[config.mk]
export PLATFORM = sky130hd
export DESIGN_NAME = burst_flash_bus_decoder
export DESIGN_NICKNAME = d
export VERILOG_FILES = /design/src/hw/flash_bus_pkg.sv /design/src/hw/burst_flash_bus_decoder.sv
export SDC_FILE = /design/constraint.sdc
export NUM_CORES = 1
export LEC_CHECK = 0
export BUFFER_PORTS_ARGS = -buffer_cell sky130_fd_sc_hd__buf_2
export CORE_ASPECT_RATIO = 2
export CORE_MARGIN = 1
export CORE_UTILIZATION = 33
export CTS_CLUSTER_DIAMETER = 50
export CTS_CLUSTER_SIZE = 14
export DETAILED_ROUTE_END_ITERATION = 7
export PLACE_DENSITY = 0.54
export SETUP_SLACK_MARGIN = 0.1
export SYNTH_ARGS = -nofsm -noshare
export SYNTH_HDL_FRONTEND = slang
export SYNTH_SLANG_ARGS = --single-unit
[constraint.sdc]
create_clock -name sys_clk -period 3.7 [get_ports sys_clk]
set_clock_uncertainty 0.15 [all_clocks]
set_input_delay 0.74 -clock sys_clk [delete_from_list [all_inputs] [get_ports sys_clk]]
set_output_delay 0.74 -clock sys_clk [all_outputs]
set_load 0.02 [all_outputs]
[src/hw/flash_bus_pkg.sv]
// constants for the burst flash bus decoder
// assumes a host bus sampled on sys_clk and an array port outside
//
// Summary of operation
// host reads with select, output enable low
// data pins driven only while output enable low
// write cycle latches command, address and data
// command latches never alter array contents
// latched command selects the device function
// reset leaves the device in array read
// array read holds until a command changes
// load strobe latches the full start address
// advance with output enable high steps silently
// advance with output enable low drives next word
// select high ends burst, floats data pins
// new load abandons the running burst
// suspend floats pins, keeps word and position
// resume with advance high repeats held word
// resume with advance low outputs next word
// pins float in reset, write, output disable
// async mode ignores clock and burst strobes
// 5-bit counter clears, flags last, then wraps
// advance high freezes position and word
// only disable command or reset leaves burst
package flash_bus_pkg;
    localparam int ADDR_W = 19;
    localparam int DATA_W = 16;
    localparam int CNT_W  = 5;
    localparam int BUF_N  = 2;
    // command codes on the low data byte
    localparam logic [7:0] CMD_BURST_EN  = 8'hC0;
    localparam logic [7:0] CMD_BURST_DIS = 8'hC8;
    localparam logic [7:0] CMD_RESET     = 8'hF0;
    localparam logic [4:0] CNT_RST  = 5'h00;
    localparam logic [4:0] CNT_LAST = 5'h1F;
    localparam logic [1:0] FILL_RST = 2'h0;
    localparam logic [1:0] FILL_MAX = 2'h2;
    typedef enum logic [0:0] {MODE_ARRAY, MODE_OTHER} mode_t;
endpackage : flash_bus_pkg

[src/hw/burst_flash_bus_decoder.sv]
// bus operation decoder for a 16-bit burst flash
// assumes host pins synchronous to sys_clk, array answers on a port
`timescale 1ns/1ps
module burst_flash_bus_decoder #(
    parameter int ADDR_W = flash_bus_pkg::ADDR_W,
    parameter int DATA_W = flash_bus_pkg::DATA_W,
    parameter int CNT_W  = flash_bus_pkg::CNT_W
) (
    input  wire logic              sys_clk,
    input  wire logic              nrst,
    input  wire logic              chipSelN,
    input  wire logic              outEnN,
    input  wire logic              wrEnN,
    input  wire logic [ADDR_W-1:0] addrIn,
    input  wire logic [DATA_W-1:0] dataPinsIn,
    input  wire logic              loadStartAddrN,
    input  wire logic              advanceAddrN,
    input  wire logic              arrayRdValid,
    input  wire logic [DATA_W-1:0] arrayRdData,
    output logic [DATA_W-1:0]      dataPinsOut,
    output logic                   dataPinsOe,
    output logic                   burstEndFlagN,
    output logic                   arrayRdReq,
    output logic [ADDR_W-1:0]      arrayRdAddr,
    output logic                   arrayRdReady,
    output logic                   cmdStrobe,
    output logic [ADDR_W-1:0]      cmdAddr,
    output logic [DATA_W-1:0]      cmdData
);

    // refuse shapes the logic cannot serve
    if (CNT_W != 5 || DATA_W < 8 || ADDR_W <= CNT_W)
    begin : g_chk
        $error("unsupported width parameters");
    end

    typedef struct packed {
        flash_bus_pkg::mode_t        mode;
        logic                        burstMode;
        logic                        live;
        logic [ADDR_W-1:0]           start;
        logic [CNT_W-1:0]            cnt;
        logic [CNT_W-1:0]            fcnt;
        logic                        pend;
        logic                        drop;
        logic                        popDue;
        logic [1:0][DATA_W-1:0]      mem;
        logic                        wrIdx;
        logic                        rdIdx;
        logic [1:0]                  fill;
        logic [DATA_W-1:0]           outWord;
        logic [DATA_W-1:0]           pinWord;
        logic                        pinOe;
        logic                        endN;
        logic                        wrPrev;
        logic                        cmdStb;
        logic [ADDR_W-1:0]           cmdA;
        logic [DATA_W-1:0]           cmdD;
        logic                        rdReq;
        logic [ADDR_W-1:0]           rdAddr;
        logic                        rdReady;
    } state_t;

    localparam state_t STATE_RST = '{
        mode:    flash_bus_pkg::MODE_ARRAY,
        cnt:     flash_bus_pkg::CNT_RST,
        fcnt:    flash_bus_pkg::CNT_RST,
        fill:    flash_bus_pkg::FILL_RST,
        endN:    1'b1,
        rdReady: 1'b1,
        default: '0
    };

    state_t stateReg;
    state_t stateNext;

    // word address inside the wrapping 32-word window
    function automatic logic [ADDR_W-1:0] wrapAddr(
        input logic [ADDR_W-1:0] base,
        input logic [CNT_W-1:0]  step
    );
        logic [CNT_W-1:0] low;
        low = base[CNT_W-1:0] + step;
        return {base[ADDR_W-1:CNT_W], low};
    endfunction : wrapAddr

    // bus cycle decode
    logic sel;
    logic wrCyc;
    logic rdCyc;
    logic cmdEv;
    logic ldEv;
    logic advEv;
    logic asyncLd;
    assign sel   = !chipSelN;
    assign wrCyc = sel && outEnN && !wrEnN;
    assign rdCyc = sel && !outEnN && wrEnN;
    assign cmdEv = wrCyc && !stateReg.wrPrev;
    // strobes count only in burst mode
    assign ldEv  = stateReg.burstMode && sel && wrEnN
                   && !loadStartAddrN && advanceAddrN;
    assign advEv = stateReg.burstMode && stateReg.live && sel && wrEnN
                   && loadStartAddrN && !advanceAddrN;
    assign asyncLd = !stateReg.burstMode && rdCyc
                   && stateReg.mode == flash_bus_pkg::MODE_ARRAY
                   && (addrIn != stateReg.start || !stateReg.live);

    // next state of the whole decoder
    always_comb
    begin
        stateNext        = stateReg;
        stateNext.rdReq  = 1'b0;
        stateNext.cmdStb = 1'b0;
        stateNext.wrPrev = wrCyc;

        // command latch, never an array write
        if (cmdEv)
        begin
            stateNext.cmdStb = 1'b1;
            stateNext.cmdA   = addrIn;
            stateNext.cmdD   = dataPinsIn;
            case (dataPinsIn[7:0])
                flash_bus_pkg::CMD_BURST_EN:
                    stateNext.burstMode = 1'b1;
                flash_bus_pkg::CMD_BURST_DIS:
                begin
                    stateNext.burstMode = 1'b0;
                    stateNext.live      = 1'b0;
                end
                flash_bus_pkg::CMD_RESET:
                    stateNext.mode = flash_bus_pkg::MODE_ARRAY;
                default:
                    stateNext.mode = flash_bus_pkg::MODE_OTHER;
            endcase
        end

        // array answer lands in the buffer
        if (arrayRdValid && stateReg.pend)
        begin
            stateNext.pend = 1'b0;
            if (stateReg.drop)
                stateNext.drop = 1'b0;              // stale word
            else
            begin
                stateNext.mem[stateReg.wrIdx] = arrayRdData;
                stateNext.wrIdx = !stateReg.wrIdx;
                stateNext.fill  = stateNext.fill + 2'h1;
            end
        end

        // deselect ends the burst
        if (!sel)
        begin
            stateNext.live   = 1'b0;
            stateNext.popDue = 1'b0;
        end

        // start of a burst or of an async read
        if (ldEv || asyncLd)
        begin
            stateNext.start  = addrIn;
            stateNext.live   = 1'b1;
            stateNext.fcnt   = flash_bus_pkg::CNT_RST;
            stateNext.fill   = flash_bus_pkg::FILL_RST;
            stateNext.wrIdx  = 1'b0;
            stateNext.rdIdx  = 1'b0;
            stateNext.drop   = stateNext.pend;
            stateNext.popDue = 1'b1;
            if (ldEv)
                stateNext.cnt = flash_bus_pkg::CNT_RST;
        end
        else if (advEv)
        begin
            stateNext.cnt    = stateReg.cnt + 5'h01;
            stateNext.popDue = 1'b1;
        end

        // receiver takes the head word only when owed one
        if (stateNext.popDue && stateNext.fill != flash_bus_pkg::FILL_RST)
        begin
            stateNext.outWord = stateNext.mem[stateNext.rdIdx];
            stateNext.rdIdx   = !stateNext.rdIdx;
            stateNext.fill    = stateNext.fill - 2'h1;
            stateNext.popDue  = 1'b0;
        end

        // prefetch while the buffer has room
        if (stateNext.live && !stateNext.pend
            && stateNext.fill != flash_bus_pkg::FILL_MAX)
        begin
            stateNext.rdReq  = 1'b1;
            stateNext.rdAddr = wrapAddr(stateNext.start, stateNext.fcnt);
            stateNext.fcnt   = stateNext.fcnt + 5'h01;
            stateNext.pend   = 1'b1;
        end
        stateNext.rdReady = stateNext.fill != flash_bus_pkg::FILL_MAX;

        // pin drive follows a read cycle only: select and output enable low, write enable high
        stateNext.pinOe   = rdCyc;
        stateNext.pinWord =
            (stateNext.mode == flash_bus_pkg::MODE_ARRAY)
            ? stateNext.outWord : stateNext.cmdD;
        stateNext.endN = !(stateNext.burstMode && stateNext.live
                         && stateNext.cnt == flash_bus_pkg::CNT_LAST);
    end

    // state register, reset to array read
    always_ff @(posedge sys_clk or negedge nrst)
    begin
        if (!nrst)
            stateReg <= STATE_RST;
        else
            stateReg <= stateNext;
    end

    // outputs straight from the state register
    assign dataPinsOut   = stateReg.pinWord;
    assign dataPinsOe    = stateReg.pinOe;
    assign burstEndFlagN = stateReg.endN;
    assign arrayRdReq    = stateReg.rdReq;
    assign arrayRdAddr   = stateReg.rdAddr;
    assign arrayRdReady  = stateReg.rdReady;
    assign cmdStrobe     = stateReg.cmdStb;
    assign cmdAddr       = stateReg.cmdA;
    assign cmdData       = stateReg.cmdD;

    // checks
    property p_oe_only_low;
        @(posedge sys_clk) disable iff (!nrst)
        dataPinsOe |-> $past(!outEnN) && $past(wrEnN);
    endproperty
    a_oe_only_low: assert property (p_oe_only_low)
        else $error("pins driven without output enable");

    property p_float_disable;
        @(posedge sys_clk) disable iff (!nrst)
        (chipSelN || outEnN || !wrEnN) |=> !dataPinsOe;
    endproperty
    a_float_disable: assert property (p_float_disable)
        else $error("pins driven while deselected or disabled");

    property p_cmd_capture;
        @(posedge sys_clk) disable iff (!nrst)
        cmdEv |=> cmdStrobe && cmdData == $past(dataPinsIn)
                  && cmdAddr == $past(addrIn) ##1 !cmdStrobe;
    endproperty
    a_cmd_capture: assert property (p_cmd_capture)
        else $error("command latch missed a write");

    property p_array_stays;
        @(posedge sys_clk) disable iff (!nrst)
        stateReg.mode == flash_bus_pkg::MODE_ARRAY && !cmdEv
        |=> stateReg.mode == flash_bus_pkg::MODE_ARRAY;
    endproperty
    a_array_stays: assert property (p_array_stays)
        else $error("left array read without a command");

    property p_load_clears;
        @(posedge sys_clk) disable iff (!nrst)
        ldEv |=> stateReg.cnt == flash_bus_pkg::CNT_RST
                 && stateReg.start == $past(addrIn) && stateReg.live;
    endproperty
    a_load_clears: assert property (p_load_clears)
        else $error("load did not restart the burst");

    property p_adv_steps;
        @(posedge sys_clk) disable iff (!nrst)
        advEv && !ldEv |=> stateReg.cnt == $past(stateReg.cnt) + 5'h01;
    endproperty
    a_adv_steps: assert property (p_adv_steps)
        else $error("advance did not step the counter");

    property p_hold;
        @(posedge sys_clk) disable iff (!nrst)
        stateReg.burstMode && advanceAddrN && loadStartAddrN
        && !stateReg.popDue |=> $stable(stateReg.cnt)
                               && $stable(stateReg.outWord);
    endproperty
    a_hold: assert property (p_hold)
        else $error("burst moved with advance high");

    property p_wrap;
        @(posedge sys_clk) disable iff (!nrst)
        !burstEndFlagN && advEv && !ldEv
        |=> stateReg.cnt == flash_bus_pkg::CNT_RST && burstEndFlagN;
    endproperty
    a_wrap: assert property (p_wrap)
        else $error("end flag or wrap wrong");

    property p_async_ignore;
        @(posedge sys_clk) disable iff (!nrst)
        !stateReg.burstMode |=> $stable(stateReg.cnt);
    endproperty
    a_async_ignore: assert property (p_async_ignore)
        else $error("burst strobes acted in async mode");

    property p_reset_cmd_keeps;
        @(posedge sys_clk) disable iff (!nrst)
        cmdEv && stateReg.burstMode
        && dataPinsIn[7:0] == flash_bus_pkg::CMD_RESET |=> stateReg.burstMode;
    endproperty
    a_reset_cmd_keeps: assert property (p_reset_cmd_keeps)
        else $error("reset command left burst mode");

    property p_deselect_ends;
        @(posedge sys_clk) disable iff (!nrst)
        chipSelN |=> !stateReg.live ##0 !dataPinsOe;
    endproperty
    a_deselect_ends: assert property (p_deselect_ends)
        else $error("burst survived deselect");

    property p_adv_drives;
        @(posedge sys_clk) disable iff (!nrst)
        advEv && rdCyc && stateReg.mode == flash_bus_pkg::MODE_ARRAY
        && stateReg.fill != flash_bus_pkg::FILL_RST
        |=> dataPinsOe && dataPinsOut == $past(stateReg.mem[stateReg.rdIdx]);
    endproperty
    a_adv_drives: assert property (p_adv_drives)
        else $error("advance did not drive the next word");

    property p_resume_same;
        @(posedge sys_clk) disable iff (!nrst)
        stateReg.burstMode && rdCyc && advanceAddrN && loadStartAddrN
        && !stateReg.popDue && stateReg.mode == flash_bus_pkg::MODE_ARRAY
        |=> dataPinsOe && dataPinsOut == $past(stateReg.outWord);
    endproperty
    a_resume_same: assert property (p_resume_same)
        else $error("resume changed the held word");

    property p_new_load;
        @(posedge sys_clk) disable iff (!nrst)
        ldEv |=> stateReg.fill == flash_bus_pkg::FILL_RST && stateReg.popDue
                 && stateReg.rdIdx == 1'b0;
    endproperty
    a_new_load: assert property (p_new_load)
        else $error("load kept words of the old burst");

    c_load: cover property (@(posedge sys_clk) disable iff (!nrst)
        ldEv ##[1:12] advEv);
    c_wrap: cover property (@(posedge sys_clk) disable iff (!nrst)
        !burstEndFlagN && advEv);
    c_resume: cover property (@(posedge sys_clk) disable iff (!nrst)
        (stateReg.live && outEnN && advanceAddrN) ##1 (!outEnN));
    c_reload: cover property (@(posedge sys_clk) disable iff (!nrst)
        ldEv && stateReg.live);

endmodule : burst_flash_bus_decoder

==> impl_metrics.yaml <==
critical_path:
  cp.required_ns: 3.87
  cp.arrival_ns: 3.55
  cp_max_fo: 7
  crit_path_end_kind: "register"
  cp-start-kind: "input pin"
  path_class: "input pin to register"
clock_tree:
  htree_levels: 4
  ctsRootBufferMaster: "clkbuf_16"
  cts.path.max_buffers: 2
  cts_tree: "done"
  post_cts_buffers: 0
  ctsResizeCount: 0
  cts_made_buffers: 17
  cts.clk_slew.worst_paths_ns: 0.07
  holdBufCountCts: 0
  clock_latency_ns: 0.44
  clock_sinks: 163
pwr:
  p_per_area_nw_per_um2: 701
  pwr-share-comb_pct: 30.0
  p_leak_nw: 4.33
  vdd_drop_max_v: 0.000315
  switching_share_pct: 32.8
  sequentialPowerShare_pct: 41.5
  p_sw_mw: 2.07
  clkPwrFrac_pct: 28.6
  p_int_mw: 4.26
timing:
  relSlewSlack_pct: 45.7
  max_freq_mhz: 295
  hold_viol: 0
  fin_tns_setup_ns: 0
  tightest_slew_ns: 0.812
  finalCritPeriodShare_pct: 91.5
  fin_crit_ns: 3.39
  rsz0062_at_grt: "no"
  finalSetupViolations: 0
  setup_slack_ns: 0.315
  final_max_slew_viol_count: 0
yosys:
  syn_nets: 681
  synth_ff_type: "dfrtp_1"
  yosys.area.top_type: "dfrtp_1"
  synthArstFlopShare_pct: 100
  yosys_warnings: 0
  yosysTopAreaCellShare_pct: 52.4
  synth-seq-cells: 163
  avgSynthCellArea_sq_um: 12.5
  syn_inst: 617
  syn_area_sq_um: 7680
  synth.area.top_cells: "dfrtp_1 52%, mux2_2 13%, buf_4 7.1%"
  synth.distinct_cells: 50
  synth_edf_count: 0
  synth-seq-area-share_pct: 53.1
placement:
  dpl.hpwl_um: 13300
  dp_slack_ns: -0.192
  gp_congestion: 0.830
  io_buffer_count: 133
detailed_routing:
  drtPass1Iterations: 4
  wl_per_cell_um: 17.5
  antenna_left: 0
  dr.first_iter.drc_count: 185
  vias_per_cell: 4.77
  wl_um: 17700
  drcViolationCount: 0
  vias: 4824
floorplanning:
  die_x_um: 110
  die_h_um: 218
  die-area_sq_um: 23900
  initial_core_util_pct: 33.8
  core_sq_um: 22700
  num_io_pins: 134
  rows: 78
run:
  drv_cap: 0
layout:
  drive_gt1_share_pct: 46.3
  regArea_sq_um: 4080
  area_growth_pct: 17.5
  layout.nets: 781
  fillCellCount: 2186
  final_common_cell: "dfrtp_1"
  multiInputGateArea_sq_um: 2960
  mostFrequentLayoutCells: "161 x dfrtp_1, 132 x buf_2, 87 x mux2_2"
global_route:
  grt_first_pass_wirelength_um: 28100
  antenna_found_initial: 2
  grt_max_degree: 77
  grt_usage_pct: 15.8
  grt-ovfl-total: 0
  grt_pass1_vias: 5303
run_status:
  status: "finished, final reports clean"
min_path:
  worst_hold_path_type: "input pin to asynchronous set/reset pin"
## cell families (layout without fill, tap and decap cells)
logic type               Yosys count  count (layout)  synth area share, %
AO/OA/AOI/OAI                     67              67                 5.63
XOR/XNOR                          35              35                 3.99
other                              0               1                    0
buffers and inverters            101             214                 9.20
adder cells (fa/ha/maj)            5               5                0.814
flip-flops                       163             163                 53.1
multiplexers                     125             125                 18.8
AND/OR/NAND/NOR                  121             121                 8.45
## metrics by stage
stage | hold WS (ns) | utilization (%) | cell area (sq um) | power, mW | std cells
after floorplan | 0.294 | - | 7730 | 4.19 | 617
after global placement | 0.313 | 37.1 | 8430 | 4.49 | 978
after detailed placement | 0.321 | 37.1 | 8430 | 4.59 | 978
after CTS | 0.185 | 39.7 | 9030 | 6.43 | 1010
after global routing | 0.210 | 39.7 | 9030 | 6.70 | 1011
final | 0.172 | 39.7 | 9030 | 6.33 | 1011
## flip-flops by register name, indices dropped and copies added (netlist names)
register / count
stateReg: 88
arrayRdAddr: 19
cmdAddr: 19
cmdData: 16
dataPinsOut: 16
arrayRdReady: 1
arrayRdReq: 1
burstEndFlagN: 1
cmdStrobe: 1
dataPinsOe: 1
## synthesized netlist by cell type, types with 8 or more instances
cell type and n:
nand2_1 45, nand3_1 18, nor2_1 15, mux2_4 17
mux2_2 87, mux2i_1 21, xnor2_1 31, o211ai_1 16
nand4_1 10, buf_4 73, a21oi_1 13, buf_2 11
dfrtp_1 161, o21ai_0 24, clkbuf_1 8
## worst paths after layout
kind                                     from        endpoint  slack [ns]  cells past startpoint
worst max-delay path                addrIn[4]  arrayRdAddr[0]        0.31                     12
worst min-delay path                     nrst   stateReg[108]        0.17                      1
worst max register to register  stateReg[145]  arrayRdAddr[0]        0.32                     11
worst min register to register   stateReg[87]    stateReg[87]        0.33                      2
max in group asynchronous                nrst    stateReg[95]        2.35                      2
min in group sys_clk             stateReg[87]    stateReg[87]        0.33                      2
## area by class of cell
cell class              count  share of cell area, %
clock buffers              17                   4.71
inverters                   6                  0.249
repair buffers            176                   11.3
flip-flops and latches    163                   45.2
clock inverters            15                   1.88
multi-input cells         353                   32.8
diodes                      1                 0.0277
well taps                 280                   3.88
## layer usage
layer  part of all wire [%]  wire length (um)  vias up  GRT usage (%)
met1                     36              6450     2387           15.8
met2                     56              9830      124           29.0
li1                       -                 -     2272              -
met3                    4.4               783       39           4.36
met5                  0.057                10        -              0
met4                    3.5               624        2           8.13
## critical path, stage by stage
cell and delay [ns]:
buf_2 0.11, xnor2_1 0.25, nand4_1 0.21, nor3_2 0.26, a21oi_4 0.10, or2_2 0.34, ha_4 0.18, or4_4 0.54
a21oi_4 0.16, nand2b_4 0.16, buf_4 0.18, mux2_4 0.31
## power groups by stage
stage	clock network, mW	logic, mW	registers [mW]
floorplan	0	1.62	2.56
global placement	0	1.86	2.63
detailed placement	0	1.92	2.67
CTS	1.87	1.93	2.64
global route	1.93	2.07	2.70
finish	1.81	1.90	2.63
Note: power is estimated with default switching activity, not from simulation.
